## config.mk

```make
export PLATFORM = sky130hd
export DESIGN_NAME = arct_timer
export DESIGN_NICKNAME = d
export VERILOG_FILES = /design/src/design/arct_pkg.sv /design/src/design/arct_timer.sv /design/src/design/arct_edge_sync.sv
export SDC_FILE = /design/constraint.sdc
export NUM_CORES = 1
export LEC_CHECK = 0
export ABC_AREA = 1
export CAP_MARGIN = 5
export CORE_ASPECT_RATIO = 1.5
export CORE_MARGIN = 5
export CORE_UTILIZATION = 55
export DETAILED_ROUTE_END_ITERATION = 16
export DONT_BUFFER_PORTS = 1
export GPL_ROUTABILITY_DRIVEN = 0
export PLACE_DENSITY = 0.74
export SETUP_SLACK_MARGIN = 0.15
export SYNTH_ARGS = -nofsm -noshare
export SYNTH_HDL_FRONTEND = slang
export SYNTH_SLANG_ARGS = --single-unit
```

## constraint.sdc

```tcl
create_clock -name sys_clk -period 1.65 [get_ports sys_clk]
set_input_delay 0.165 -clock sys_clk [delete_from_list [all_inputs] [get_ports sys_clk]]
set_output_delay 0.165 -clock sys_clk [all_outputs]
set_load 0.01 [all_outputs]
```

## src/design/arct_pkg.sv

```systemverilog
`default_nettype none
package arct_pkg;
	localparam int ADDR_W = 8;
	localparam int DATA_W = 32;

	typedef struct packed {
		logic awvalid;
		logic [ADDR_W-1:0] awaddr;
		logic wvalid;
		logic [DATA_W-1:0] wdata;
		logic [3:0] wstrb;
		logic bready;
		logic arvalid;
		logic [ADDR_W-1:0] araddr;
		logic rready;
	} arct_axil_req_t;

	typedef struct packed {
		logic awready;
		logic wready;
		logic bvalid;
		logic [1:0] bresp;
		logic arready;
		logic rvalid;
		logic [DATA_W-1:0] rdata;
		logic [1:0] rresp;
	} arct_axil_rsp_t;

	// register byte addresses
	localparam logic [ADDR_W-1:0] OFF_TIMER_CONTROL = 8'h00;
	localparam logic [ADDR_W-1:0] OFF_COUNT_LOW = 8'h04;
	localparam logic [ADDR_W-1:0] OFF_COUNT_HIGH = 8'h08;
	localparam logic [ADDR_W-1:0] OFF_RELOAD_LOW = 8'h0C;
	localparam logic [ADDR_W-1:0] OFF_RELOAD_HIGH = 8'h10;
	localparam logic [ADDR_W-1:0] OFF_CLOCK_CONTROL = 8'h14;
	localparam logic [ADDR_W-1:0] OFF_IRQ_ENABLE = 8'h18;

	// timer_control_reg fields
	localparam int BIT_HIGH_FLAG = 7;
	localparam int BIT_LOW_FLAG = 6;
	localparam int CFG_W = 6;
	localparam int BIT_LOW_IRQ_EN = 5;
	localparam int BIT_CAPTURE_EN = 4;
	localparam int BIT_SPLIT = 3;
	localparam int BIT_RUN = 2;
	localparam int BIT_SEL_HI = 1;
	localparam int BIT_SEL_LO = 0;
	// clock_control_reg and interrupt_enable_reg fields
	localparam int BIT_LOW_CLK_SEL = 0;
	localparam int BIT_HIGH_CLK_SEL = 1;
	localparam int BIT_TIMER_IRQ_EN = 0;

	localparam logic [CFG_W-1:0] CFG_RESET = 6'h00;
	localparam logic [15:0] COUNT_RESET = 16'h0000;
	localparam logic [15:0] RELOAD_RESET = 16'h0000;
	localparam logic [15:0] COUNT_TOP = 16'hFFFF;
	localparam logic [7:0] BYTE_TOP = 8'hFF;

	localparam logic [1:0] RESP_OKAY = 2'b00;
	localparam logic [1:0] RESP_SLVERR = 2'b10;

	localparam int SYSTEM_CLOCK_DIVIDE = 12;
	localparam int EXT_DIVIDE = 8;

	typedef enum logic [1:0] {
		SRC_DIV12_A = 2'b00,
		SRC_EXT_DIV8 = 2'b01,
		SRC_DIV12_B = 2'b10,
		SRC_COMPARATOR = 2'b11
	} arct_src_t;
endpackage
`default_nettype wire

```

## src/design/arct_timer.sv

```systemverilog
// Contract
// In 16-bit mode the count reloads from the reload value on wrap past 0xFFFF and sets the high flag.
// In 16-bit mode an enabled timer interrupt is requested on every 16-bit overflow.
// In 16-bit mode with low interrupts enabled, a low-byte wrap also requests an interrupt.
// In split mode both bytes are separate 8-bit timers, each reloading from its own reload byte.
// In split mode run control gates only the high byte; the low byte always counts.
// The high byte runs on the system clock or on the source picked by the external select.
// The low byte picks its clock the same way through its own clock-select bit.
// The divided oscillator and comparator inputs are synchronised before they count.
// In split mode each byte wrap sets its own overflow flag.
// In split mode a high wrap interrupts, and a low wrap too when low interrupts are enabled.
// Hardware never clears the overflow flags; software clears them and checks both.
// Capture enable puts the timer in capture mode using the full 16-bit count.
// In capture mode the upper select bit picks comparator edges or every 8 oscillator cycles.
// A capture copies the count into the reload registers and sets the high flag.
// The control register holds flags, enables, mode, run and select; all read/write, reset zero.
// The count advances one step per enable: every cycle on the system clock, else a divide-by-12 tick or a pulse built from a synchronised rising edge.
`timescale 1ns/10ps
`default_nettype none
module arct_timer #(
	parameter int PRESCALE_DIV = arct_pkg::SYSTEM_CLOCK_DIVIDE,
	parameter int EXT_DIV = arct_pkg::EXT_DIVIDE
) (
	input wire logic sys_clk,
	input wire logic rst_n,
	input wire arct_pkg::arct_axil_req_t axil_req,
	output arct_pkg::arct_axil_rsp_t axil_rsp,
	input wire logic ext_osc_in,
	input wire logic comparator_in,
	output logic timer_irq
);
	import arct_pkg::*;

	localparam int PW = $clog2(PRESCALE_DIV);
	localparam int EW = $clog2(EXT_DIV);
	localparam logic [PW-1:0] PRESCALE_LAST = PW'(PRESCALE_DIV - 1);
	localparam logic [EW-1:0] EXT_LAST = EW'(EXT_DIV - 1);

	function automatic logic src_tick(input logic sys_sel,
			input logic [1:0] xsel, input logic d12, input logic e8,
			input logic cmp);
		logic t;
		if (sys_sel) begin
			t = 1'b1;
		end else begin
			case (arct_src_t'(xsel))
				SRC_DIV12_A: t = d12;
				SRC_EXT_DIV8: t = e8;
				SRC_DIV12_B: t = d12;
				SRC_COMPARATOR: t = cmp;
				default: t = 1'b0;
			endcase
		end
		return t;
	endfunction

	function automatic logic addr_mapped(input logic [ADDR_W-1:0] a);
		return a == OFF_TIMER_CONTROL || a == OFF_COUNT_LOW ||
			a == OFF_COUNT_HIGH || a == OFF_RELOAD_LOW ||
			a == OFF_RELOAD_HIGH || a == OFF_CLOCK_CONTROL ||
			a == OFF_IRQ_ENABLE;
	endfunction

	logic [CFG_W-1:0] cfg;
	logic high_flag, low_flag;
	logic low_clk_sel, high_clk_sel, irq_en;
	logic [15:0] count, reload;
	logic [PW-1:0] presc;
	logic [EW-1:0] ext_cnt;
	logic div12_tick, ext8_tick, ext_rise, comp_rise;
	logic aw_held, w_held, awready, wready, bvalid, arready, rvalid;
	logic [ADDR_W-1:0] aw_addr;
	logic [7:0] w_byte;
	logic w_lane0;
	logic [1:0] bresp, rresp;
	logic [DATA_W-1:0] rdata;

	logic run, split, cap_en, low_irq_en;
	logic tick_lo, tick_hi, cap_event, do_write, wr_en;
	logic wr_ctrl, wr_cnt_lo, wr_cnt_hi, wr_rld_lo, wr_rld_hi;
	logic [15:0] next_count;
	logic lo_wrap, hi_wrap;
	logic aw_take, w_take, ar_take;

	assign run = cfg[BIT_RUN];
	assign split = cfg[BIT_SPLIT];
	assign cap_en = cfg[BIT_CAPTURE_EN];
	assign low_irq_en = cfg[BIT_LOW_IRQ_EN];

	assign axil_rsp = '{awready: awready, wready: wready, bvalid: bvalid,
		bresp: bresp, arready: arready, rvalid: rvalid, rdata: rdata,
		rresp: rresp};

	// slow sources become one-cycle enables on sys_clk
	arct_edge_sync u_ext_sync (
		.sys_clk(sys_clk),
		.rst_n(rst_n),
		.async_in(ext_osc_in),
		.rise(ext_rise)
	);

	arct_edge_sync u_cmp_sync (
		.sys_clk(sys_clk),
		.rst_n(rst_n),
		.async_in(comparator_in),
		.rise(comp_rise)
	);

	always_ff @(posedge sys_clk or negedge rst_n) begin
		if (!rst_n) begin
			presc <= '0;
			div12_tick <= 1'b0;
		end else begin
			presc <= (presc == PRESCALE_LAST) ? '0 : presc + 1'b1;
			div12_tick <= presc == PRESCALE_LAST;
		end
	end

	always_ff @(posedge sys_clk or negedge rst_n) begin
		if (!rst_n) begin
			ext_cnt <= '0;
			ext8_tick <= 1'b0;
		end else begin
			if (ext_rise) begin
				ext_cnt <= (ext_cnt == EXT_LAST) ? '0 : ext_cnt + 1'b1;
			end
			ext8_tick <= ext_rise && ext_cnt == EXT_LAST;
		end
	end

	assign tick_lo = src_tick(low_clk_sel, cfg[BIT_SEL_HI:BIT_SEL_LO],
		div12_tick, ext8_tick, comp_rise);
	assign tick_hi = src_tick(high_clk_sel, cfg[BIT_SEL_HI:BIT_SEL_LO],
		div12_tick, ext8_tick, comp_rise);
	assign cap_event = cap_en &&
		(cfg[BIT_SEL_HI] ? ext8_tick : comp_rise);

	always_comb begin
		next_count = count;
		lo_wrap = 1'b0;
		hi_wrap = 1'b0;
		if (cap_en) begin
			// free running 16-bit count; reload holds the capture
			if (run && tick_lo) begin
				next_count = count + 16'h0001;
				lo_wrap = count[7:0] == BYTE_TOP;
			end
		end else if (!split) begin
			if (run && tick_lo) begin
				lo_wrap = count[7:0] == BYTE_TOP;
				if (count == COUNT_TOP) begin
					next_count = reload;
					hi_wrap = 1'b1;
				end else begin
					next_count = count + 16'h0001;
				end
			end
		end else begin
			if (tick_lo) begin
				lo_wrap = count[7:0] == BYTE_TOP;
				next_count[7:0] = lo_wrap ? reload[7:0] :
					count[7:0] + 8'h01;
			end
			if (run && tick_hi) begin
				hi_wrap = count[15:8] == BYTE_TOP;
				next_count[15:8] = hi_wrap ? reload[15:8] :
					count[15:8] + 8'h01;
			end
		end
	end

	// register bus: write strobes
	assign aw_take = axil_req.awvalid && awready;
	assign w_take = axil_req.wvalid && wready;
	assign ar_take = axil_req.arvalid && arready;
	assign do_write = aw_held && w_held && !bvalid;
	// registers are one byte wide, so only lane 0 carries data
	assign wr_en = do_write && w_lane0 && addr_mapped(aw_addr);
	assign wr_ctrl = wr_en && aw_addr == OFF_TIMER_CONTROL;
	assign wr_cnt_lo = wr_en && aw_addr == OFF_COUNT_LOW;
	assign wr_cnt_hi = wr_en && aw_addr == OFF_COUNT_HIGH;
	assign wr_rld_lo = wr_en && aw_addr == OFF_RELOAD_LOW;
	assign wr_rld_hi = wr_en && aw_addr == OFF_RELOAD_HIGH;

	always_ff @(posedge sys_clk or negedge rst_n) begin
		if (!rst_n) begin
			aw_held <= 1'b0;
			awready <= 1'b0;
			aw_addr <= '0;
		end else begin
			if (aw_take) begin
				aw_addr <= axil_req.awaddr;
			end
			aw_held <= do_write ? 1'b0 : (aw_held | aw_take);
			awready <= do_write ? 1'b1 : !(aw_held | aw_take);
		end
	end

	always_ff @(posedge sys_clk or negedge rst_n) begin
		if (!rst_n) begin
			w_held <= 1'b0;
			wready <= 1'b0;
			w_byte <= 8'h00;
			w_lane0 <= 1'b0;
		end else begin
			if (w_take) begin
				w_byte <= axil_req.wdata[7:0];
				w_lane0 <= axil_req.wstrb[0];
			end
			w_held <= do_write ? 1'b0 : (w_held | w_take);
			wready <= do_write ? 1'b1 : !(w_held | w_take);
		end
	end

	always_ff @(posedge sys_clk or negedge rst_n) begin
		if (!rst_n) begin
			bvalid <= 1'b0;
			bresp <= RESP_OKAY;
		end else if (do_write) begin
			bvalid <= 1'b1;
			bresp <= addr_mapped(aw_addr) ? RESP_OKAY : RESP_SLVERR;
		end else if (axil_req.bready) begin
			bvalid <= 1'b0;
		end
	end

	always_ff @(posedge sys_clk or negedge rst_n) begin
		if (!rst_n) begin
			arready <= 1'b0;
			rvalid <= 1'b0;
			rdata <= '0;
			rresp <= RESP_OKAY;
		end else begin
			arready <= !(ar_take || (rvalid && !axil_req.rready));
			if (ar_take) begin
				rvalid <= 1'b1;
				rresp <= addr_mapped(axil_req.araddr) ? RESP_OKAY :
					RESP_SLVERR;
				case (axil_req.araddr)
					OFF_TIMER_CONTROL: rdata <= {24'h000000, high_flag,
						low_flag, cfg};
					OFF_COUNT_LOW: rdata <= {24'h000000, count[7:0]};
					OFF_COUNT_HIGH: rdata <= {24'h000000, count[15:8]};
					OFF_RELOAD_LOW: rdata <= {24'h000000, reload[7:0]};
					OFF_RELOAD_HIGH: rdata <= {24'h000000, reload[15:8]};
					OFF_CLOCK_CONTROL: rdata <= {30'h00000000,
						high_clk_sel, low_clk_sel};
					OFF_IRQ_ENABLE: rdata <= {31'h00000000, irq_en};
					default: rdata <= '0;
				endcase
			end else if (axil_req.rready) begin
				rvalid <= 1'b0;
			end
		end
	end

	always_ff @(posedge sys_clk or negedge rst_n) begin
		if (!rst_n) begin
			cfg <= CFG_RESET;
		end else if (wr_ctrl) begin
			cfg <= w_byte[CFG_W-1:0];
		end
	end

	// flag set beats a software clear in the same cycle
	always_ff @(posedge sys_clk or negedge rst_n) begin
		if (!rst_n) begin
			high_flag <= 1'b0;
			low_flag <= 1'b0;
		end else begin
			high_flag <= (wr_ctrl ? w_byte[BIT_HIGH_FLAG] : high_flag) |
				hi_wrap | cap_event; // see
			low_flag <= (wr_ctrl ? w_byte[BIT_LOW_FLAG] : low_flag) |
				lo_wrap;
		end
	end

	always_ff @(posedge sys_clk or negedge rst_n) begin
		if (!rst_n) begin
			low_clk_sel <= 1'b0;
			high_clk_sel <= 1'b0;
			irq_en <= 1'b0;
		end else begin
			if (wr_en && aw_addr == OFF_CLOCK_CONTROL) begin
				low_clk_sel <= w_byte[BIT_LOW_CLK_SEL];
				high_clk_sel <= w_byte[BIT_HIGH_CLK_SEL];
			end
			if (wr_en && aw_addr == OFF_IRQ_ENABLE) begin
				irq_en <= w_byte[BIT_TIMER_IRQ_EN];
			end
		end
	end

	// software write to a count byte overrides that cycle's step
	always_ff @(posedge sys_clk or negedge rst_n) begin
		if (!rst_n) begin
			count <= COUNT_RESET;
		end else begin
			count[7:0] <= wr_cnt_lo ? w_byte : next_count[7:0];
			count[15:8] <= wr_cnt_hi ? w_byte : next_count[15:8];
		end
	end

	// a capture wins over a software reload write
	always_ff @(posedge sys_clk or negedge rst_n) begin
		if (!rst_n) begin
			reload <= RELOAD_RESET;
		end else if (cap_event) begin
			reload <= count;
		end else begin
			if (wr_rld_lo) begin
				reload[7:0] <= w_byte;
			end
			if (wr_rld_hi) begin
				reload[15:8] <= w_byte;
			end
		end
	end

	always_ff @(posedge sys_clk or negedge rst_n) begin
		if (!rst_n) begin
			timer_irq <= 1'b0;
		end else begin
			timer_irq <= irq_en &&
				(high_flag || (low_irq_en && low_flag)); // see
		end
	end
endmodule
`default_nettype wire

```

## src/design/arct_edge_sync.sv

```systemverilog
`timescale 1ns/10ps
`default_nettype none
module arct_edge_sync (
	input wire logic sys_clk,
	input wire logic rst_n,
	input wire logic async_in,
	output logic rise
);
	logic [2:0] stages;
	logic level;

	// stage 0 feeds only stage 1; edge counts once stages 1 and 2 agree
	always_ff @(posedge sys_clk or negedge rst_n) begin
		if (!rst_n) begin
			stages <= 3'h0;
		end else begin
			stages <= {stages[1:0], async_in};
		end
	end

	always_ff @(posedge sys_clk or negedge rst_n) begin
		if (!rst_n) begin
			level <= 1'b0;
			rise <= 1'b0;
		end else begin
			// level resets to the pin's idle low, so no false edge
			if (stages[1] == stages[2]) begin
				level <= stages[2];
			end
			rise <= (stages[1] == stages[2]) && stages[2] && !level;
		end
	end
endmodule
`default_nettype wire

```

==> metrics.md <==
| Metric | Value |
|---|---|
| Crit start category | register |
| MaxCap Viol Count | 0 |
| Final Hold Fails | slightly below 100 |
| Worst skew pair latency | 360 ps |
| RSZ-0062 raised after global routing | true |
| CTS clk-pin slew, worst paths | roughly 70 ps |
| Hold_ws | -497 ps |
| Synthesized area | between 5000 and 6000 um^2 |
| Final Slew Violations | 0 |
| Clock Tree Buf Depth | 2 |
| Post-route setup TNS | -350 ps |
| Dpl cells | ~960 |
| WS Path Type | register to register |
| Distinct cell type count after synthesis | 44 |
| Fin Clk Skew | 7.03 ps |
| DR vias/cell | roughly 5.8 |
| CP required | 1900 ps |
| N_diodes | 0 |
| Clk root buf | clkbuf_16 |
| Post-synth top area share | about 42% |
| Status | finished with violations |
| DRC Markers | 0 |
| Vias in the first global route | roughly 5700 |
| Min setup slack post-route | -54.3 ps |
| Synth Area per Inst | ~7.4 um^2 |
| Async set or reset register ratio after synthesis | between 90% and 100% |
| Min Tclk post-route | 1700 ps |
| R2R Setup Slk | -50 ps |
| R2r endpoint | count[15] |
| Die X | 93.4 um |
| Area delta synth->final | 29.0% |
| Hold Crit Class | input port to asynchronous set/reset pin |
| Die ar. | 12600 um^2 |
| Synth area leader | dfrtp_1 |
| Gate power share | about 31% |
| Maximum clock frequency | just under 600 MHz |
| Pin count of the biggest net entering global routing | 98 |
| Total CTS buffers | 9 |
| Initial DRC count | ~700 |
| Net Sw Frac | 37.1% |
| Initial antenna violation count | 0 |
| Hold buffers post-CTS | 21 |
| Failing checks | negative hold slack, negative setup slack |
| Cell Rows | between 40 and 50 |
| Worst Path Arrival | 1950 ps |
| Finish-stage setup viols | 10 |
| # IOs | roughly 100 |
| Sw Pwr | roughly 2.9 mW |
| Hpwl dp | approximately 12 mm |
| Clock network fraction of total power | 27.9% |
| Sequential element share of the synthesized area | 42.3% |
| Fill count | around 710 |
| Htree depth | 3 |
| PortBufs | 0 |
| Register share of total power | approximately 41% |
| Wire per inst | 18.0 um |
| CP max FO | 6 |
| Tot GR Track Use | approximately 29% |
| Maximum VDD drop | 976 uV |
| Pre-CTS WS | -117 ps |
| First-pass GRT wire length | roughly 28 mm |
| Share of post-route cells with drive strength above 1 | between 20% and 30% |
| Synth Warn # | 0 |
| Leakage Power | approximately 3.7 nW |
| Vias | 5885 |
| P_int | between 4 and 5 mW |
| Worst flop-to-flop path startpoint | count[8] |
| 1st-pass router iterations | 7 |
| CTS sink count | 97 |
| Die Y | around 140 um |
| Non-filler cells, final | 1017 |
| Grt ovf | 0 |
| Pwr dens | roughly 1000 nW/um^2 |
| Initial Utilization | a little under three fifths |
| Synthesized flop and latch total | 97 |
| Post-Route WL | between 15 and 20 mm |
| FF-to-FF path depth | 11 |
| Crit. End Element | register |
| Top post-synthesis cells by area | dfrtp_1, nand2_1, nand3_1, inv_1, o21ai_0 |
| Post-synth EDFFs | 0 |
| Nets | 939 |
| Period utilization | 103% |
| CTS tree | done |
| Dominant synthesized flop cell | dfrtp_1 |
| Post-Syn Instances | 775 |
| Core area | 10200 um^2 |
| Post-route ant nets | 0 |
[Yosys cell counts, drive strengths merged (6+ instances only)]
| cell | n |
|---|---|
| a21oi | 11 |
| buf | 38 |
| clkbuf | 8 |
| dfrtp | 97 |
| ha | 7 |
| inv | 97 |
| nand2 | 253 |
| nand3 | 85 |
| nand4 | 13 |
| nor2 | 54 |
| nor3 | 7 |
| o211ai | 9 |
| o21ai | 60 |
| o21bai | 6 |
| o22ai | 6 |
| xor2 | 6 |
[layout make-up]
type / instances / area (um^2) / area share [%]
clock buffer: 11 / 233 / 3.14
clock inverter: 5 / 63.8 / 0.862
inverter: 100 / 399 / 5.39
multi-input combinational: 560 / 3190 / 43.1
sequential: 97 / 2430 / 32.9
tap: 141 / 176 / 2.38
timing repair buffer: 103 / 907 / 12.2
[worst max path at each step]
stage,start,to,slack (ps),cells past startpoint
detailed placement,count[1],count[11],-120,11
finish,count[8],count[15],-50,11
CTS,count[8],count[11],8,13
global placement,count[1],count[11],-90,11
global route,count[8],count[15],-170,11
floorplan,count[9],count[6],90,10
[layout by cell type, fill, tap and decap left out, drive strengths merged]
cell type,netlist,routed
nand2,253,255
inv,97,98
dfrtp,97,97
nand3,85,86
buf,38,82
o21ai,60,60
nor2,54,54
conb,1,26
dlygate4sd3,0,21
nand4,13,13
clkbuf,8,11
a21oi,11,11
o211ai,9,9
nor3,7,7
ha,7,7
o22ai,6,6
o21bai,6,6
xor2,6,6
clkinv,3,5
mux2,4,4
or2,2,2
nand3b,2,2
xnor2,2,2
mux2i,1,1
o2111ai,1,1
and2,1,1
o21a,1,1
bufinv,0,1
clkinvlp,0,1
[worst max-delay path, stage by stage, from the launching register on]
cell	delay, ps
dfrtp_1	400
ha_2	210
nand2_4	80
nor2_4	40
nand2_4	140
clkinv_4	110
nor2_4	190
nand3_1	90
nand2_1	70
nand2_1	60
a21oi_2	140
nor2_1	50
[per-layer routing]
metal / routed length (um) / GRT usage [%] / part of all wire [%] / vias up
met3: 1660 / 6.11 / 9.1 / 123
met2: 8920 / 48.3 / 49 / 413
li1: - / - / - / 2626
met4: 1550 / 20.7 / 8.5 / 0
met5: 0 / 0 / 0 / -
met1: 6130 / 32.6 / 34 / 2723
[metrics by stage]
| step | utilization (%) | area (um^2) | power, mW | hold WS (ps) |
|---|---|---|---|---|
| 2_1_floorplan | - | 5890 | 4.34 | -131 |
| 3_3_place_gp | 60.9 | 6210 | 4.89 | -127 |
| 3_5_place_dp | 60.9 | 6210 | 4.96 | -127 |
| 4_1_cts | 69.6 | 7100 | 7.31 | -502 |
| 5_1_grt | 72.7 | 7410 | 8.08 | -514 |
| 6_report | 72.7 | 7410 | 7.70 | -497 |
[power groups by stage]
| stage | clock (mW) | sequential, mW | combinational (mW) |
|---|---|---|---|
| final | 2.15 | 3.19 | 2.36 |
| after global routing | 2.27 | 3.23 | 2.58 |
| after CTS | 2.14 | 3.16 | 2.01 |
| after detailed placement | 0 | 3.19 | 1.78 |
| after global placement | 0 | 3.17 | 1.73 |
| after floorplan | 0 | 3.08 | 1.26 |
[cells by family (layout without fill, tap and decap cells)]
family                   after synthesis  in the layout  synth area share (%)
AO/OA/AOI/OAI                         94             94                  9.63
buffers and inverters                146            219                  12.0
XOR/XNOR                               8              8                  1.22
other                                  1             26                0.0653
multiplexers                           5              5                 0.959
flip-flops                            97             97                  42.3
AND/OR/NAND/NOR                      417            420                  32.3
adder cells (fa/ha/maj)                7              7                  1.52
[timing repair]
action	in CTS	in global routing
gates cloned	2	1
endpoints found under the hold margin	119	97
setup buffers	13	9
gates resized for setup	68	74
endpoints found under the setup margin	42	44
pin swaps	29	28
[sequential cells by signal, indices dropped and copies added, names as in the netlist, 3 cells and up]
name               flops
aw_addr                8
cfg                    6
count                 16
ext_cnt                3
presc                  4
rdata                  8
reload                16
u_cmp_sync.stages      3
u_ext_sync.stages      3
w_byte                 8
Note: power is estimated with default switching activity, not from simulation.
